--- src/logic/dta_pkg.sv ---
// Constants and carrier types for the dynamic fan-on threshold adjuster.
// Assumes temperatures in offset-binary degrees, 0x40 standing for 0 degC.
package dta_pkg;

    // ==========================================================
    // Register offsets
    localparam logic [7:0] ADJUST_ENABLE_OFFSET = 8'h0b;
    localparam logic [7:0] ADJUST_CYCLE_SELECT_OFFSET = 8'h0c;
    localparam logic [7:0] TARGET1_OFFSET = 8'h5a;
    localparam logic [7:0] TARGET2_OFFSET = 8'h5b;
    localparam logic [7:0] HYSTERESIS_OFFSET = 8'h64;

    // ==========================================================
    // Field positions
    localparam int CHAN1_CYCLE_CODE_LSB = 0;
    localparam int CHAN2_CYCLE_CODE_LSB = 3;
    localparam int CYCLE_CODE_WIDTH = 3;
    localparam int HYSTERESIS_LSB = 4;
    localparam int HYSTERESIS_WIDTH = 4;

    // ==========================================================
    // Reset values
    localparam logic [7:0] TARGET_RESET = 8'ha4;
    localparam logic [3:0] HYSTERESIS_RESET = 4'h4;
    localparam logic [1:0] ENABLE_RESET = 2'h0;
    localparam logic [5:0] CYCLE_SELECT_RESET = 6'h00;

    // ==========================================================
    // Timing, in monitoring cycles, and value limits
    localparam int SHORT_CYCLE_BASE = 8;
    localparam int CYCLE_COUNT_WIDTH = 11;
    localparam logic [7:0] THRESHOLD_FLOOR = 8'h00;
    localparam int FRACTION_BITS = 2;
    localparam logic [10:0] SLOW_RISE_QUARTERS = 11'h001;

    // ==========================================================
    // Per-channel measurement and limits.
    typedef struct packed {
        logic [9:0] temperature;
        logic [7:0] low_limit;
        logic [7:0] high_limit;
    } dta_chan_in_type;

    typedef struct packed {
        logic load;
        logic [7:0] value;
    } dta_load_type;

endpackage

--- src/logic/dta_adjust.sv ---
// Dynamic fan-on threshold adjuster for the two remote temperature channels.
// Assumes a one-cycle monitor_tick per finished monitoring cycle and
// registers reached through a simple synchronous write and read port.
//
// Summary of operation
// (RULE1) The cycle selector register holds the channel 1 code in bits 2..0 and the channel 2 code in bits 5..3.
// (RULE2) Code 0 gives a short cycle of 8 monitoring cycles, doubling per step to 1024, and the long cycle is twice the short one.
// (RULE3) While temperature stays at or below target minus hysteresis and not below the low limit, the threshold is left alone.
// (RULE4) Each short cycle with temperature above target minus hysteresis lowers the threshold by twice the rise since the last short cycle.
// (RULE5) A rise of no more than a quarter degree per short cycle causes no short-cycle reduction.
// (RULE6) While temperature is above the target, each long cycle lowers the threshold by one degree on top of any short-cycle cut.
// (RULE7) Between target minus hysteresis and the target, the long cycle makes no change.
// (RULE8) A long cycle raises the threshold only if temperature is below the low limit and above the threshold, and the threshold is below both the high limit and the target.
// (RULE9) The threshold is never raised above the channel high limit.
// (RULE10) The threshold is clamped at minus 64 degrees.
// (RULE11) While temperature is below the threshold, adjustment of that channel is suspended.
// (RULE12) A permitted increase raises the threshold by one degree per long cycle.
// (RULE13) Adjustment runs only while the channel enable bit is set, bit 0 for channel 1 and bit 1 for channel 2.
// (RULE14) The hysteresis field in bits 7..4 says how far below the target reduction begins.
// (RULE15) Each channel has its own 8-bit target temperature register with one degree steps.
`timescale 1ns/1ps

module dta_adjust #(
    parameter int CHANNELS = 2
) (
    // Clock and reset
    input wire logic clock,
    input wire logic resetn,
    // Monitoring cadence
    input wire logic monitor_tick,
    // Register port
    input wire logic [7:0] reg_address,
    input wire logic reg_write,
    input wire logic [7:0] reg_write_data,
    input wire logic reg_read,
    output logic [7:0] reg_read_data,
    output logic reg_read_valid,
    // Measurements, limits and threshold loading
    input wire dta_pkg::dta_chan_in_type chan_in [CHANNELS],
    input wire dta_pkg::dta_load_type threshold_load [CHANNELS],
    // Adjusted thresholds
    output logic [7:0] fan_on_threshold [CHANNELS]
);

    // ==========================================================
    // Elaboration check
    if (CHANNELS != 2) begin : g_bad_channels
        $error("dta_adjust serves exactly two remote channels");
    end

    // ==========================================================
    // Register bank
    logic [1:0] adjust_enable;
    logic [5:0] adjust_cycle_select;
    logic [7:0] target_temperature [2];
    logic [3:0] hysteresis;
    logic [7:0] read_data;
    logic [1:0] next_adjust_enable;
    logic [5:0] next_adjust_cycle_select;
    logic [7:0] next_target_temperature [2];
    logic [3:0] next_hysteresis;
    logic [7:0] next_read_data;
    logic next_read_valid;

    always_comb begin
        next_adjust_enable = adjust_enable;
        next_adjust_cycle_select = adjust_cycle_select;
        next_target_temperature = target_temperature;
        next_hysteresis = hysteresis;
        if (reg_write) begin
            case (reg_address)
                dta_pkg::ADJUST_ENABLE_OFFSET: begin
                    next_adjust_enable = reg_write_data[1:0]; // [RULE13]
                end
                dta_pkg::ADJUST_CYCLE_SELECT_OFFSET: begin
                    next_adjust_cycle_select = reg_write_data[5:0]; // [RULE1]
                end
                dta_pkg::TARGET1_OFFSET: begin
                    next_target_temperature[0] = reg_write_data; // [RULE15]
                end
                dta_pkg::TARGET2_OFFSET: begin
                    next_target_temperature[1] = reg_write_data; // [RULE15]
                end
                dta_pkg::HYSTERESIS_OFFSET: begin
                    next_hysteresis = reg_write_data[7:4]; // [RULE14]
                end
                default: begin
                end
            endcase
        end
        // Unmapped and reserved bits read as zero.
        next_read_data = 8'h00;
        next_read_valid = reg_read;
        if (reg_read) begin
            case (reg_address)
                dta_pkg::ADJUST_ENABLE_OFFSET: begin
                    next_read_data = {6'h00, adjust_enable};
                end
                dta_pkg::ADJUST_CYCLE_SELECT_OFFSET: begin
                    next_read_data = {2'h0, adjust_cycle_select};
                end
                dta_pkg::TARGET1_OFFSET: begin
                    next_read_data = target_temperature[0];
                end
                dta_pkg::TARGET2_OFFSET: begin
                    next_read_data = target_temperature[1];
                end
                dta_pkg::HYSTERESIS_OFFSET: begin
                    next_read_data = {hysteresis, 4'h0};
                end
                default: begin
                    next_read_data = 8'h00;
                end
            endcase
        end
    end

    always_ff @(posedge clock or negedge resetn) begin
        if (!resetn) begin
            adjust_enable <= dta_pkg::ENABLE_RESET;
            adjust_cycle_select <= dta_pkg::CYCLE_SELECT_RESET;
            target_temperature[0] <= dta_pkg::TARGET_RESET;
            target_temperature[1] <= dta_pkg::TARGET_RESET;
            hysteresis <= dta_pkg::HYSTERESIS_RESET;
            read_data <= 8'h00;
            reg_read_valid <= 1'b0;
        end else begin
            adjust_enable <= next_adjust_enable;
            adjust_cycle_select <= next_adjust_cycle_select;
            target_temperature <= next_target_temperature;
            hysteresis <= next_hysteresis;
            read_data <= next_read_data;
            reg_read_valid <= next_read_valid;
        end
    end

    assign reg_read_data = read_data;

    // ==========================================================
    // Per-channel adjustment loop
    for (genvar ch = 0; ch < 2; ch++) begin : g_chan
        localparam int CODE_LSB = (ch == 0) ? dta_pkg::CHAN1_CYCLE_CODE_LSB
                                            : dta_pkg::CHAN2_CYCLE_CODE_LSB;
        logic [2:0] cycle_code;
        logic [10:0] tick_count;
        logic [10:0] short_mask;
        logic [10:0] long_mask;
        logic short_event;
        logic long_event;
        logic [9:0] last_sample;
        logic [7:0] threshold;
        logic signed [11:0] temp_q;
        logic signed [11:0] target_q;
        logic signed [11:0] band_q;
        logic signed [11:0] thr_q;
        logic signed [11:0] rise_q;
        logic signed [11:0] work;
        logic [8:0] short_cut;
        logic long_cut;
        logic raise;
        logic active;
        logic [10:0] next_tick_count;
        logic [9:0] next_last_sample;
        logic [7:0] next_threshold;

        assign cycle_code = adjust_cycle_select[CODE_LSB +: 3];
        // Short period is 8 << code ticks; the long period is double.
        assign short_mask = 11'((dta_pkg::SHORT_CYCLE_BASE << cycle_code)
                                - 1); // [RULE2]
        assign long_mask = {short_mask[9:0], 1'b1}; // [RULE2]
        assign short_event = monitor_tick &&
                             ((tick_count & short_mask) == short_mask);
        assign long_event = monitor_tick &&
                            ((tick_count & long_mask) == long_mask);

        // Comparisons run in quarter degrees, except the raise limit checks, which use whole degrees.
        assign temp_q = $signed({2'b00, chan_in[ch].temperature});
        assign target_q = $signed({2'b00, target_temperature[ch], 2'b00});
        assign band_q = target_q -
                        $signed({6'h00, hysteresis, 2'b00}); // [RULE14]
        assign thr_q = $signed({2'b00, threshold, 2'b00});
        assign rise_q = temp_q - $signed({2'b00, last_sample});

        // Suspended below the threshold, and whenever disabled.
        assign active = adjust_enable[ch] && (temp_q >= thr_q); // [RULE11] [RULE13]

        always_comb begin
            short_cut = 9'h000;
            long_cut = 1'b0;
            raise = 1'b0;
            // Quarter-degree rise halved gives twice the rise in degrees.
            if (short_event && active && temp_q > band_q &&
                rise_q > $signed({1'b0, dta_pkg::SLOW_RISE_QUARTERS})) begin
                short_cut = 9'(rise_q >>> 1); // [RULE4] [RULE5] [RULE3]
            end
            if (long_event && active && temp_q > target_q) begin
                long_cut = 1'b1; // [RULE6] [RULE7]
            end
            if (long_event && active &&
                chan_in[ch].temperature[9:2] < chan_in[ch].low_limit &&
                temp_q > thr_q &&
                threshold < chan_in[ch].high_limit &&
                threshold < target_temperature[ch]) begin
                raise = 1'b1; // [RULE8] [RULE9]
            end
            work = $signed({4'h0, threshold}) - $signed({3'h0, short_cut}) -
                   $signed({11'h000, long_cut}) +
                   $signed({11'h000, raise}); // [RULE12]
            next_threshold = threshold;
            if (threshold_load[ch].load) begin
                next_threshold = threshold_load[ch].value;
            end else if (work < 0) begin
                next_threshold = dta_pkg::THRESHOLD_FLOOR; // [RULE10]
            end else begin
                next_threshold = work[7:0];
            end
            next_tick_count = monitor_tick ? tick_count + 11'h001
                                           : tick_count;
            next_last_sample = short_event ? chan_in[ch].temperature
                                           : last_sample;
        end

        // The threshold itself is loaded by software, so reset only clears it.
        always_ff @(posedge clock or negedge resetn) begin
            if (!resetn) begin
                tick_count <= 11'h000;
                last_sample <= 10'h000;
                threshold <= 8'h00;
            end else begin
                tick_count <= next_tick_count;
                last_sample <= next_last_sample;
                threshold <= next_threshold;
            end
        end

        assign fan_on_threshold[ch] = threshold;
    end

endmodule

--- config.mk ---
export PLATFORM = sky130hd
export DESIGN_NAME = dta_adjust
export DESIGN_NICKNAME = d
export VERILOG_FILES = /design/src/logic/dta_pkg.sv /design/src/logic/dta_adjust.sv
export SDC_FILE = /design/constraint.sdc
export NUM_CORES = 1
export LEC_CHECK = 0
export BUFFER_PORTS_ARGS = -buffer_cell sky130_fd_sc_hd__buf_4
export CAP_MARGIN = 20
export CORE_UTILIZATION = 64
export DETAILED_ROUTE_END_ITERATION = 12
export HOLD_SLACK_MARGIN = 0.15
export PLACE_DENSITY = 0.87
export SLEW_MARGIN = 25
export SYNTH_ARGS = -nofsm -noshare
export SYNTH_HDL_FRONTEND = slang
export SYNTH_SLANG_ARGS = --single-unit
--- constraint.sdc ---
create_clock -name clock -period 9.4 [get_ports clock]
set_input_delay 1.88 -clock clock [delete_from_list [all_inputs] [get_ports clock]]
set_output_delay 1.88 -clock clock [all_outputs]
set_load 0.03 [all_outputs]
; Word level (Yosys, flattened, before mapping)
; Index checks and enable logic that the tools add are counted.
[op_classes]
add_sub_neg = 14
n_mul = 0
div_mod_pow = 0
order_cmp = 18
eq_ne = 9
shifts = 2
muxes = 12
bitwise_logic = 4
n_reduce_logical = 29
[ops]
columns = operator, n
row1 = $lt 8x8->1, 6
row2 = $and 11x11->11, 4
row3 = $eq 11x11->1, 4
row4 = $gt 10x10->1, 4
row5 = $mux 8, 5
row6 = $pmux 8 s5, 1
row7 = $add 11x2->12, 2
row8 = $eq 8x7->1 const B, 3
row9 = $logic_and 1x1->1, 24
row10 = $lt 12x1->1 const B, 2
row11 = $add 11x1->11 const B, 2
row12 = $gt 11x11->1, 2
row13 = $gt 11x2->1 const B, 2
row14 = $shl 4x3->11 const A, 2
row15 = $sub 10x10->11, 2
row16 = $sub 10x2->11, 2
row17 = $sub 10x6->11, 2
row18 = $sub 11x2->11 const B, 2
row19 = $ge 10x10->1, 2
row20 = $sub 8x9->10, 2
row21 = $mux 9, 2
row22 = $eq 8x4->1 const B, 2
row23 = $reduce_and 2->1, 5
row24 = $mux 1, 4
[totals]
register_bits = 95
latchBits = 0
ramBits = 0
mem_bits_ro = 0
out_inout_bits = 25
wordCells = 101
n_memories = 0

; Depth between registers and ports, before layout
[logic_depth]
word_depth = 15
mapped_depth = 31

; Worst setup path before layout
; No wires, ideal clock.
[synth_path]
path_type = input-to-reg
start = input chan_in[42] (netlist name)
end = register g_chan[0].threshold[0]
t_arrival_ns = 6.227
path_slack_ns = 3.051
cell_stages = 22
n_path_buf = 0
cell_sequence = inv_1 -> ha_1 -> inv_1 -> fa_1 -> a211oi_1 -> o21bai_1 -> o31a_1 -> nor4_1 -> nor4_4 -> and2_1 -> ha_1 -> inv_1 -> fa_1 -> inv_1 -> ha_1 -> a21o_1 -> a21oi_1 -> nor2b_1 -> o21a_1 -> a311o_1 -> a41o_1 -> a22o_1
[synth_between]
elab_chain_cells = 12
[synth_rtl]
columns = item, line_no
row1 = "start, declared", dta_adjust.sv:39  ; input wire dta_pkg::dta_chan_in_type chan_in [CHANNELS],
row2 = "parallel branches: the longest is 8 deep, another holds $sub 10x10->11", n/a
row3 = $add 11x2->12 (*), dta_adjust.sv:207  ; $signed({11'h000, long_cut}) +
row4 = $lt 12x1->1, dta_adjust.sv:212  ; end else if (work < 0) begin
row5 = $mux 8 (*), dta_adjust.sv:212
row6 = $mux 8 (*), dta_adjust.sv:210  ; if (threshold_load[ch].load) begin
row7 = named net g_chan[0].next_threshold[0], dta_adjust.sv:164  ; logic [7:0] next_threshold;
row8 = "end signal, assigned", dta_adjust.sv:232  ; threshold <= next_threshold;
row9 = "end, declared", dta_adjust.sv:151  ; logic [7:0] threshold;
; Mark *: on every way through the listed nets, which the timed path passes.
; A chain may end at the register's enable or synchronous reset.

; Worst setup path after layout
[layout_path]
start = input chan_in[42] (netlist name)
end = register g_chan[0].threshold[6]
; Same word-level chain as after synthesis.

==> run summary <==
Outcome - complete, no violations
TNS Setup - 0 ps
Worst Min Path Start - g_chan[0].tick_count[10]$_DFFE_PN0P_
Fraction of layout instances using a drive strength above 1 - 0.169
Synth Flop Type - dfrtp_1
Via density - 5.97
DR vias - 7,682
Number of global-route vias before repair - 7,583
Post-CTS Setup Bufs - 0
Slew Viols, Final - 0
Fin area - 10,300 µm²
Root buf cell - clkbuf_16
Synth top area share - 0.246
PD cells - 287 nW/µm²
Post-CTS sizing - 0
Reg2reg setup slack - 2940 ps
TritonCTS Buffers - 9
Detail Placement HPWL - 17,000 µm
Static Leak - 5.00 nW
Horizontal die dimension - 120 µm
Crit start category - primary input
Multi-input gate area - 6020 µm²
Initial DRC Count - 503
Synth Register Bits - 95
# fillers - 978
EDFF count, synth - 0
Worst hold path class - flip-flop to flip-flop
Die footprint - 14,400 µm²
Layout Nets - 1,362
Synthesis warning total - 0
Slew margin rel. - 0.393
Least-Margin Pin Slew - 910 ps
Clock latency on the worst-skew pair - 360 ps
Setup Skew - 11.8 ps
Max Cap Viol - 0
Total GRT Usage - 0.305
Crit path kind - primary input to flip-flop
# clock sinks - 95
R2r startpoint - hysteresis[2]$_DFFE_PN1P_
Flip-flop and latch area - 2390 µm²
Final Cycle Share - 0.702
Post-synthesis cell area - 8940 µm²
Most area-hungry cell type in the Yosys netlist - dfrtp_1
Critical path origin - chan_in[42]
Buffers added on ports - 115
Core area - 13,500 µm²
Antenna violations before repair - 0
RePlAce Congestion - 0.981
Post-layout min period - 6600 ps
Unrepaired setup endpoints after global routing - false
Worst EP arrival - 6840 ps
Cells after Synth - 991
Synth unique cells - 65
H-tree levels - 3
Maximum fanout along the worst path - 9
Dpl cell area - 9980 µm²
Syn avg cell area - 9.02 µm²
Initial Utilization - 0.665
Num rows - 42
Sequential fraction of the synthesis area - 0.267
Drt first pass iters - 5
Pin count of the biggest net entering global routing - 74
Worst Path Required - 9650 ps
IO Count - 116
GRT Residual Overflow - 0
Area grow syn2layout - 14.9%
DRC violations left - 0
Inserted Diodes - 0
First-pass GRT wire length - 35,100 µm
Syn nets - 1,248
CTS tree - built
CTS Hold Bufs - 0
Routed length per instance - 16.6 µm
Worst VDD drop - 0.186 mV
Max Freq - 152 MHz
Antenna Nets Post-Route - 0
Die Ht - 120 µm
Clock Pin Slew Worst Setup and Hold Paths - 70 ps
Final hold vios - 0
Largest cells by area after synthesis - dfrtp_1, ha_1, inv_1
Nature of the critical path endpoint - flip-flop
Setup violators final - 0
CTS max path bufs - 2
Async SR Flop Fraction - 1.00
Total routed wirelength - 21,400 µm
synthesized netlist by cell type (13+ instances only):
master and instances:
nand2_1 74, inv_1 125, o21ai_0 67, mux2_2 39, nand3_1 13, nor2_1 38
a21oi_1 64, a22o_1 16, xor2_1 24, ha_1 158, nand2b_1 20, nor2b_1 20
a21o_1 16, xnor2_1 43, dfrtp_1 88, nand4_1 21
power breakdown:
group	internal (mW)	leakage [nW]	switching (mW)
Combinational	0.887	3.64	1.03
Sequential	0.523	1.21	0.128
Clock	0.209	0.148	0.172
Total	1.62	5.00	1.33
placed cells by master, fill, tap and decap left out, types with 9 or more instances in the layout:
master	n
dfrtp_1	88
o21a_1	9
mux2_2	39
xnor2_1	43
o21ai_0	67
clkbuf_16	9
nor2b_1	20
nand2_1	74
inv_1	125
ha_1	158
a21boi_0	9
a21oi_1	64
nand3_1	13
a21o_1	16
nand2b_1	20
nor2_1	38
a22o_1	16
nand4_1	21
and3_1	12
xor2_1	24
buf_4	117
area by class of cell:
type	instances	share of cell area
timing repair buffer	117	0.0855
multi-input combinational	757	0.586
inverter	125	0.0457
sequential	95	0.232
clock inverter	6	0.00646
clock buffer	10	0.0223
tap	176	0.0214
metrics by stage:
| step | std cells | worst slack, ps | hold slack, ps | power (mW) | util |
|---|---|---|---|---|---|
| 5_1_grt | 1286 | 2490 | 493 | 3.21 | 0.763 |
| 3_5_place_dp | 1270 | 2540 | 465 | 2.54 | 0.742 |
| 4_1_cts | 1286 | 2890 | 477 | 2.93 | 0.763 |
| 3_3_place_gp | 1270 | 2680 | 463 | 2.46 | 0.741 |
| 6_report | 1286 | 2800 | 479 | 2.94 | 0.763 |
| 2_1_floorplan | 991 | 3050 | 440 | 2.10 | - |
cells by family after synthesis:
kind of cell	share of synthesized area
adder cells (fa/ha/maj)	0.239
XOR/XNOR	0.0675
flip-flops	0.267
AND/OR/NAND/NOR	0.137
buffers and inverters	0.0603
AO/OA/AOI/OAI	0.178
multiplexers	0.0514
final timing paths:
path / to / cells after the start
worst max register to register: g_chan[1].threshold[0]$_DFF_PN0_ / 28
worst max-delay path: g_chan[0].threshold[6]$_DFF_PN0_ / 23
min in group asynchronous: g_chan[0].threshold[5]$_DFF_PN0_ / 1
worst min-delay path: g_chan[0].tick_count[10]$_DFFE_PN0P_ / 1
max in group asynchronous: g_chan[0].tick_count[8]$_DFFE_PN0P_ / 2
worst min register to register: g_chan[0].tick_count[10]$_DFFE_PN0P_ / 1
worst max-delay path: stages:
cell      delay [ps]
buf_4            110
inv_1             50
ha_1             150
inv_1             60
fa_1             420
a211oi_1         290
o21bai_1         150
o31a_1           280
nor4_1           400
nor4_4           150
nand2_1          140
ha_1             240
nor2b_1          130
o21a_1           170
o21ai_0          250
a21oi_1          160
or2_2            320
ha_1             360
a21oi_1          170
nor2b_1           60
a311o_1          350
a41o_1           350
a22o_1           210
routing by layer:
metal  GRT usage  vias up  wire length [µm]
met5           0        -                 0
met4       0.103        0               533
met3      0.0538       52              1060
met2       0.544      220             10700
met1       0.370     3664              9020
li1            -     3746                 -
registers in the layout, summed over array words and instances, names as in the netlist:
register	cells
hysteresis	4
g_chan.tick_count	22
g_chan.threshold	16
g_chan.target_q	16
reg_read_valid	1
reg_read_data	8
g_chan.last_sample	20
adjust_cycle_select	6
adjust_enable	2
No activity file was read; power rests on OpenSTA's default activity.
